File: src/sdba_pkg.sv
// Purpose: shared constants and types for the serial dma bus arbitration block
// Assumes: one clock, 32-byte system bus bursts
// Notes: requester 0 of the system arbiter is the engine
`default_nettype none
package sdba_pkg;
   localparam int SDBA_NREQ = 4;
   localparam int SDBA_LEN_W = 12;
   localparam logic [11:0] SDBA_BURST_BYTES = 12'h020;
   localparam logic [1:0] SDBA_PRIO_RST = 2'h0;
   localparam logic SDBA_LAST_RST = 1'h0;
   localparam logic [11:0] SDBA_LEN_RST = 12'h000;

   typedef enum logic [1:0] {
      SDBA_IDLE = 2'b00,
      SDBA_REQ = 2'b01,
      SDBA_XFER = 2'b10
   } sdba_state_t;

   // system bus transfer request from the engine core
   typedef struct packed {
      logic valid;
      logic [11:0] bytes;
   } sdba_xfer_t;

   // secondary bus request from the engine core
   typedef struct packed {
      logic valid;
      logic to_ddr;
   } sdba_sec_t;

   // grant pair at one secondary arbitration point
   typedef struct packed {
      logic eng;
      logic sysm;
   } sdba_pair_t;
endpackage
`default_nettype wire

File: src/sdba_top.sv
// Purpose: bus access and arbitration for the serial dma engine
// Assumes: soft_reset_line_n_i is an asynchronous pin; all other inputs share mclk_i
// Notes: system and secondary channels are fully separate paths
//
// Summary of operation
// - recovery from a bus error needs the soft reset line, not a command.
// - during soft reset, flush all fifos and abandon outstanding transactions.
// - engine requests the system bus and waits for grant before transferring.
// - system arbiter resolves requests with four priority levels.
// - engine raises burst-continue hint when a transfer spans more than 32 bytes.
// - with hint present, arbiter keeps granting the same requester back to back.
// - secondary arbitration ignores all internal serial dma engine state.
// - secondary arbitration at local bus and ddr points, engine versus system master.
// - at the local bus point the system master always wins.
// - at the secondary ddr point arbitration uses rotating priority.
// - two physical channels: one system bus, one secondary bus.
// - secondary bus accesses never appear on the system bus.
`timescale 1ns/1ps
`default_nettype none
module sdba_top
   import sdba_pkg::*;
#(
   parameter int NREQ = sdba_pkg::SDBA_NREQ
)
(
   // clock and resets
   input wire logic mclk_i,
   input wire logic rst_n_i,
   input wire logic soft_reset_line_n_i,
   // engine system channel
   input wire sdba_pkg::sdba_xfer_t eng_sys_req_i,
   input wire logic sys_beat_done_i,
   output logic eng_sys_busy_o,
   output logic eng_hint_o,
   output logic eng_sys_done_o,
   // system arbiter
   input wire logic [NREQ-1:1] oth_req_i,
   input wire logic [NREQ-1:1] oth_hint_i,
   input wire logic [2*NREQ-1:0] prio_i,
   output logic [NREQ-1:0] sys_gnt_o,
   // engine secondary channel
   input wire sdba_pkg::sdba_sec_t eng_sec_req_i,
   input wire logic sec_ack_i,
   // system masters at secondary points
   input wire logic sysm_lbc_req_i,
   input wire logic sysm_ddr_req_i,
   output sdba_pkg::sdba_pair_t lbc_gnt_o,
   output sdba_pkg::sdba_pair_t ddr_gnt_o,
   // fifo flush
   output logic fifo_flush_o
);
   import sdba_pkg::*;

   // highest level wins, ties go to the lowest index
   function automatic logic [NREQ-1:0] pick(input logic [NREQ-1:0] req,
                                            input logic [2*NREQ-1:0] pr);
      logic [NREQ-1:0] g;
      logic [1:0] best;
      g = '0;
      best = SDBA_PRIO_RST;
      for (int i = 0; i < NREQ; i++)
      begin
         if (req[i] && (g == '0 || pr[2*i +: 2] > best))
         begin
            g = '0;
            g[i] = 1'b1;
            best = pr[2*i +: 2];
         end
      end
      return g;
   endfunction

   logic srst_meta_r, srst_sync_r;
   wire logic clr;
   sdba_state_t state_r, state_nxt;
   logic [11:0] left_r, left_nxt;
   logic [NREQ-1:0] gnt_r, gnt_nxt;
   logic done_r, hint_r, busy_r, flush_r;
   logic sec_pend_r, sec_ddr_r, last_eng_r;
   sdba_pair_t lbc_r, ddr_r, lbc_nxt, ddr_nxt;

   // pin passes two flops before use
   always_ff @(posedge mclk_i)
   begin
      srst_meta_r <= ~soft_reset_line_n_i;
      srst_sync_r <= srst_meta_r;
   end

   // soft reset recovery: the synchronised line clears everything, no command path
   assign clr = ~rst_n_i | srst_sync_r;

   // system channel
   wire logic eng_req;
   wire logic [NREQ-1:0] all_req;
   wire logic [NREQ-1:0] all_hint;
   wire logic more;
   wire logic owner_keep;
   // hint: more than one burst still to move
   assign more = left_r > SDBA_BURST_BYTES;
   // request first: engine requests in REQ and XFER only
   assign eng_req = (state_r != SDBA_IDLE);
   assign all_req = {oth_req_i, eng_req};
   assign all_hint = {oth_hint_i, more & eng_req};
   // back to back: a hinting owner keeps the bus past a burst end
   assign owner_keep = |(gnt_r & all_req & (~{NREQ{sys_beat_done_i}} | all_hint));

   always_comb
   begin
      // four levels: arbitrate when the bus is free
      gnt_nxt = owner_keep ? gnt_r : pick(all_req, prio_i);
      state_nxt = state_r;
      left_nxt = left_r;
      unique case (state_r)
         SDBA_IDLE:
         begin
            if (eng_sys_req_i.valid)
            begin
               state_nxt = SDBA_REQ;
               left_nxt = eng_sys_req_i.bytes;
            end
         end
         SDBA_REQ:
         begin
            if (gnt_r[0])
               state_nxt = SDBA_XFER;
         end
         SDBA_XFER:
         begin
            if (sys_beat_done_i && gnt_r[0])
            begin
               left_nxt = more ? left_r - SDBA_BURST_BYTES : SDBA_LEN_RST;
               if (!more)
                  state_nxt = SDBA_IDLE;
            end
         end
         default:
            state_nxt = SDBA_IDLE;
      endcase
      if (state_nxt == SDBA_IDLE)
         gnt_nxt[0] = 1'b0;
   end

   // flush and abandon: all channel state cleared under soft reset
   always_ff @(posedge mclk_i)
   begin
      if (clr)
      begin
         state_r <= SDBA_IDLE;
         left_r <= SDBA_LEN_RST;
         gnt_r <= '0;
         done_r <= 1'b0;
         hint_r <= 1'b0;
         busy_r <= 1'b0;
      end
      else
      begin
         state_r <= state_nxt;
         left_r <= left_nxt;
         gnt_r <= gnt_nxt;
         done_r <= (state_r == SDBA_XFER) && (state_nxt == SDBA_IDLE);
         hint_r <= (state_nxt != SDBA_IDLE) && (left_nxt > SDBA_BURST_BYTES);
         busy_r <= (state_nxt != SDBA_IDLE);
      end
   end

   always_ff @(posedge mclk_i)
   begin
      flush_r <= clr;
   end

   // second channel: secondary requests use their own pending flop
   always_ff @(posedge mclk_i)
   begin
      if (clr)
      begin
         sec_pend_r <= 1'b0;
         sec_ddr_r <= 1'b0;
      end
      else if (!sec_pend_r && eng_sec_req_i.valid)
      begin
         sec_pend_r <= 1'b1;
         sec_ddr_r <= eng_sec_req_i.to_ddr;
      end
      else if (sec_ack_i)
         sec_pend_r <= 1'b0;
   end

   // engine state free: only request lines, sec_ack_i and the last ddr winner feed these decisions
   wire logic e_lbc;
   wire logic e_ddr;
   // kept off the system bus: no path into all_req
   // completing cycle drops out, so a finished access gets no stray grant
   assign e_lbc = sec_pend_r & ~sec_ack_i & ~sec_ddr_r;
   assign e_ddr = sec_pend_r & ~sec_ack_i & sec_ddr_r;
   // system master wins at local bus
   assign lbc_nxt.sysm = sysm_lbc_req_i;
   assign lbc_nxt.eng = e_lbc & ~sysm_lbc_req_i;
   // last winner yields on a tie
   assign ddr_nxt.eng = e_ddr & (~sysm_ddr_req_i | ~last_eng_r);
   assign ddr_nxt.sysm = sysm_ddr_req_i & (~e_ddr | last_eng_r);

   always_ff @(posedge mclk_i)
   begin
      if (clr)
      begin
         lbc_r <= '0;
         ddr_r <= '0;
         last_eng_r <= SDBA_LAST_RST;
      end
      else
      begin
         lbc_r <= lbc_nxt;
         ddr_r <= ddr_nxt;
         if (ddr_nxt.eng | ddr_nxt.sysm)
            last_eng_r <= ddr_nxt.eng;
      end
   end

   assign sys_gnt_o = gnt_r;
   assign eng_sys_busy_o = busy_r;
   assign eng_hint_o = hint_r;
   assign eng_sys_done_o = done_r;
   assign lbc_gnt_o = lbc_r;
   assign ddr_gnt_o = ddr_r;
   assign fifo_flush_o = flush_r;
endmodule
`default_nettype wire

File: config.mk
export PLATFORM = sky130hd
export DESIGN_NAME = sdba_top
export DESIGN_NICKNAME = d
export VERILOG_FILES = /design/src/sdba_pkg.sv /design/src/sdba_top.sv
export SDC_FILE = /design/constraint.sdc
export NUM_CORES = 1
export LEC_CHECK = 0
export ABC_CLOCK_PERIOD_IN_PS = 6280
export CAP_MARGIN = 20
export CORE_MARGIN = 10
export CORE_UTILIZATION = 55
export CTS_CLUSTER_DIAMETER = 60
export DETAILED_ROUTE_END_ITERATION = 10
export DONT_BUFFER_PORTS = 1
export PLACE_DENSITY = 0.7
export SLEW_MARGIN = 15
export SYNTH_ARGS = -nofsm -noshare
export SYNTH_HDL_FRONTEND = slang
export SYNTH_SLANG_ARGS = --single-unit
File: constraint.sdc
create_clock -name mclk_i -period 6.28 [get_ports mclk_i]
set_clock_uncertainty 0.05 [all_clocks]
set_input_delay 1.256 -clock mclk_i [delete_from_list [all_inputs] [get_ports mclk_i]]
set_output_delay 1.256 -clock mclk_i [all_outputs]
set_load 0.05 [all_outputs]
[Yosys cells after proc, flatten, opt, wreduce, memory -nomap -nowiden]
Index checks and enable logic that the tools add are counted.
Word-level totals
  register bits after elaboration: 31
  bits of input ports: 36
  output and inout port bits: 12
  word-level logic and storage cells: 87
Cells by class
  $add $sub $neg: 1
  $lt $le $gt $ge: 5
  equality and inequality tests: 2
  mux-type cells: 18
  bitwise logic cells: 23
  reduce and logical (&&, ||, !) cells: 21
Operator list (number)
  $mux 12: 3
  $gt 12x6->1 const B: 2
  $pmux 12 s2: 1
  $mux 2: 7
  $logic_not 4->1: 3
  $mux 4: 3
  $sub 12x6->12 const B: 1
  $and 4x4->4: 2
  $not 1->1: 8
  $and 1x1->1: 7
  $logic_and 1x1->1: 7
  $gt 2x2->1: 3
  $pmux 2 s3: 1
  $reduce_bool 2->1: 3
  $logic_not 2->1: 2
  $not 4->4: 1
  $or 1x1->1: 4
  $or 4x4->4: 1
  $reduce_or 4->1: 1
  $logic_or 1x1->1: 3
  $mux 1: 3
  $eq 2x1->1 const B: 1
  $eq 2x2->1 const B: 1
  $reduce_or 2->1: 1
  $logic_not 1->1: 1

[Longest topological paths before layout]
  word-level depth: 14
  gate-level depth with buffers: 22
  mapped depth without buffers: 21

[Worst setup path before layout]
OpenSTA, ideal clock, no wires.
  kind: in2reg
  from: input prio_i[1]
  to: register gnt_r[0] (netlist: sys_gnt_o[0])
  library setup time: 66 ps
  arrival: 4556 ps
  data required time: 6164 ps
  setup slack: 1608 ps
  stages: 18
  path buffers: 0
  cell sequence: nand2_1 ha_1 nor2b_1 o21ai_0 a21boi_0 mux2_2 ha_1 nor2b_1 a2bb2oi_1 o21a_1 mux2_2 ha_1 nor2b_1 a2bb2oi_1 o21a_1 nor4_1 mux2i_1 nor2_1
Between the ends
  word-level cells in the longest chain between the ends: 13
  elaborated cells between the ends (all ways): 17
  classes of those cells: order compare: 3; mux: 6; reduce/logical: 8
RTL lines
  start, declared: line sdba_top.sv:39  | input wire logic [2*NREQ-1:0] prio_i,
  $mux 2 *: line sdba_top.sv:63  | if (req[i] && (g == '0 || pr[2*i +: 2] > best))
  $gt 2x2->1: line sdba_top.sv:63
  $logic_or 1x1->1: line sdba_top.sv:63
  $logic_and 1x1->1: line sdba_top.sv:63
  $mux 2 / $mux 4 (equally long branches): line sdba_top.sv:63
  $gt 2x2->1 / $logic_not 4->1 (equally long branches): line sdba_top.sv:63
  $logic_or 1x1->1: line sdba_top.sv:63
  $logic_and 1x1->1: line sdba_top.sv:63
  $mux 2 / $mux 4 (equally long branches): line sdba_top.sv:63
  $gt 2x2->1 / $logic_not 4->1 (equally long branches): line sdba_top.sv:63
  $logic_or 1x1->1: line sdba_top.sv:63
  $logic_and 1x1->1: line sdba_top.sv:63
  $mux 4 *: line sdba_top.sv:63
  end signal, assigned: line sdba_top.sv:159  | gnt_r <= gnt_nxt;
  end, declared: line sdba_top.sv:77  | logic [NREQ-1:0] gnt_r, gnt_nxt;
Mark *: on every way between the ends. The rest lies on a longest branch, timed or not.
A chain may end at the register's enable or synchronous reset.

[Worst setup path after layout]
  from: register state_r[0]
  to: register gnt_r[0] (netlist: sys_gnt_o[0])
Between the ends
  word-level cells in the longest chain between the ends: 14
  elaborated cells between the ends (all ways): 35
  classes of those cells: order compare: 3; eq/ne: 2; mux: 12; bitwise: 4; reduce/logical: 14
RTL lines
  start, declared: line sdba_top.sv:75  | sdba_state_t state_r, state_nxt;
  start signal, assigned: line sdba_top.sv:157  | state_r <= state_nxt;
  $reduce_bool 2->1: line sdba_top.sv:101  | assign eng_req = (state_r != SDBA_IDLE);
  $mux 2 / $mux 1 (equally long branches): line sdba_top.sv:63
  $gt 2x2->1 / $logic_not 4->1 (equally long branches): line sdba_top.sv:63
  $logic_or 1x1->1: line sdba_top.sv:63
  $logic_and 1x1->1: line sdba_top.sv:63
  $mux 2 / $mux 4 (equally long branches): line sdba_top.sv:63
  $gt 2x2->1 / $logic_not 4->1 (equally long branches): line sdba_top.sv:63
  $logic_or 1x1->1: line sdba_top.sv:63
  $logic_and 1x1->1: line sdba_top.sv:63
  $mux 2 / $mux 4 (equally long branches): line sdba_top.sv:63
  $gt 2x2->1 / $logic_not 4->1 (equally long branches): line sdba_top.sv:63
  $logic_or 1x1->1: line sdba_top.sv:63
  $logic_and 1x1->1: line sdba_top.sv:63
  $mux 4: line sdba_top.sv:63
Several ways; a longest one is shown, not always the timed one.

==> impl_metrics.tcl <==
set metrics [dict create \
    dpl_cell_area_mm2 0.00185 \
    fin_crit_sh 0.786 \
    synth-xor-area-share 0.0192 \
    critPathMaxFanout 21 \
    cp_cell_sequence "or2_2, nand2_1, ha_1, nor2b_1, o21ai_0, a21boi_0, mux2_2, ha_1, nor2b_1, a2bb2oi_1, o21a_1, mux2_2, ha_1, nor2b_1, a2bb2oi_1, o21a_1, nor4_1, mux2i_1, nor2_1" \
    synth.distinct_cells 45 \
    start_util 0.587 \
    crit_required_ps 6510 \
    vias 1621 \
    ant_nets 0 \
    finalNonFillerCells 264 \
    cts_num_sinks 31 \
    dpl.cell_count 256 \
    postSynthAreaPerCell_um2 8.27 \
    cts.htree.levels 2 \
    ys_warn_count 0 \
    dr.pass1.iters 5 \
    clock_path_buffers 2 \
    synth_area_leaders "dfxtp_1 (34%), a21oi_1 (5.5%), ha_1 (4.8%), nand2_1 (3.9%), nor2_1 (3.3%)" \
    status "finished clean" \
    layout_commonest_cell "dfxtp_1" \
    crit_buf_inv 0 \
    worst_slew_pin_slew_ps 901 \
    port_buffers 0 \
    ir_drop_mv 0.0978 \
    grt_overflow 0 \
    fp.dieArea_mm2 0.00601 \
    min_period_ps 4930 \
    core-area_mm2 0.00310 \
    cts_root_buf "clkbuf_4" \
    num_rows 20 \
    insertion_delay_ps 340 \
    route.detailed.drc 0 \
    grt_usage 0.145 \
    p_leak_nw 0.728 \
    synth_top_cell_by_area "dfxtp_1" \
    dp_hpwl_um 3460 \
    rsz0062_at_grt "false" \
    n_antenna_cell 0 \
    fin_ws_ps 1350 \
    place_ws_ps 1260 \
    ctsHoldBuffers 0 \
    syn-cell-area_mm2 0.00182 \
    clk_pin_slew_worst_paths_ps 100 \
    yosys.area_share.adder 0.0481 \
    hold_viol_final 0 \
    final_cell_mix "dfxtp_1 (31), a21oi_1 (20), nand2_1 (19), nor2_1 (16), inv_1 (12)" \
    fp.dieW_um 77.5 \
    avgRoutedWirePerCell_um 17.0 \
    nets 262 \
    drv_cap 0 \
    antenna_found_initial 0 \
    cts-resized-gates 0 \
    post-cts-setup-buffer-count 0 \
    critPathKind "reg -> reg" \
    muxShareOfSynthArea 0.0289 \
    power_density_mw_per_mm2 209 \
    setup_violations 0 \
    place.gp.congestion 0.850 \
    synth_top_area_share 0.341 \
    grt_first_pass_wirelength_um 7220 \
    tns_ps 0 \
    dr.first_iter.drc_count 88 \
    worst_setup_path_end_kind "flip-flop" \
    seq_area_frac_synth 0.341 \
    vias_per_cell 6.14 \
    grt_pass1_vias 1561 \
    crit_family "compound AO/OA/AOI/OAI gates" \
    cp_data_arrival_time_ps 5160 \
    synth_top_family_by_area "compound AO/OA/AOI/OAI gates" \
    design_area_mm2 0.00190 \
    ys_ff_latch 31 \
    tritoncts "done" \
    routed_wl_um 4500 \
    final.fill_count 300 \
    die_h_um 77.5 \
    cpPeakStageDelay_ps 800 \
    cp-start-kind "flip-flop" \
    slew_violations 0 \
    seq_area_um2 621 \
    holdCritPathClass "reg -> reg" \
    r2r_slack_ps 1350 \
    multi_input_area_mm2 0.00112 \
    layout-drive-gt1-share 0.100 \
    utilization 0.613 \
    synth_compound_area_frac 0.280 \
    syn_to_final_growth_pct 4.54 \
    syn_nets 263 \
    io_pins 48 \
    fmax_mhz 203 \
    slowest_stage "dfxtp_1" \
    netlist_instances 220 \
    grt_start_max_net_pins 23 \
    maxSlewHeadroom 0.398 \
    yosys.area_share.simple 0.239 \
    cts_buffers 5 \
]
[layer usage]
metal,share of wire,wire [um],vias up,global-route usage
li1,-,-,799,-
met1,0.43,1910,764,0.154
met2,0.47,2120,51,0.239
met3,0.085,380,7,0.0714
met4,0.017,77,0,0.0657
met5,0,0,-,0
[through the flow]
stage	power [mW]	hold slack, ps
detailed placement	0.284	265
global placement	0.281	261
floorplan	0.273	260
CTS	0.400	290
global route	0.419	296
finish	0.398	287
[registers in the layout, summed over array words and instances (netlist names), 2 cells and up]
signal     flops
left_r        12
ddr_gnt_o      2
sys_gnt_o      4
lbc_gnt_o      2
state_r        2
[cell usage after synthesis (all sizes together)]
| cell | n |
|---|---|
| dfxtp | 31 |
| a21oi | 20 |
| nand2 | 19 |
| nor2 | 16 |
| inv | 12 |
| a31oi | 11 |
| o21ai | 10 |
| clkbuf | 8 |
| nor2b | 8 |
| ha | 7 |
| nand3 | 7 |
| o21a | 6 |
| a2bb2oi | 5 |
| nor3 | 5 |
| and2 | 4 |
| nand2b | 4 |
| nor4 | 4 |
| o211ai | 4 |
| or2 | 4 |
| or4 | 4 |
| a22o | 3 |
| a22oi | 3 |
| mux2i | 3 |
| xnor2 | 3 |
| a21boi | 2 |
| and3 | 2 |
| mux2 | 2 |
| nand4 | 2 |
| o32ai | 2 |
| a211o | 1 |
| a211oi | 1 |
| clkinv | 1 |
| nand3b | 1 |
| nor3b | 1 |
| o22a | 1 |
| o311a | 1 |
| or3 | 1 |
| xor2 | 1 |
[power by group]
part,total (mW),internal [mW],switching (mW)
Clock,0.118,0.0427,0.0758
Combinational,0.0596,0.0276,0.0320
Sequential,0.220,0.203,0.0166
Total,0.398,0.273,0.124
[cell families (layout without fill, tap and decap cells)]
logic type	after synthesis	after routing
simple gates	82	82
compound gates	70	70
flops	31	31
buf+inv	21	21
fa+ha+maj	7	7
mux	5	5
xor+xnor	4	4
[final timing paths]
check | start | to | cells after the start
setup / recovery | state_r[0] | sys_gnt_o[0] | 19
hold / removal | srst_meta_r | srst_sync_r | 0
setup reg to reg | state_r[0] | sys_gnt_o[0] | 19
hold reg to reg | srst_meta_r | srst_sync_r | 0
[cell type report]
cell class	count	share of cell area
clock buffer	5	0.0197
clock inverter	3	0.0105
inverter	13	0.0256
multi-input combinational	168	0.589
tap	44	0.0289
sequential	31	0.326
Power figures use the tool's default switching activity.
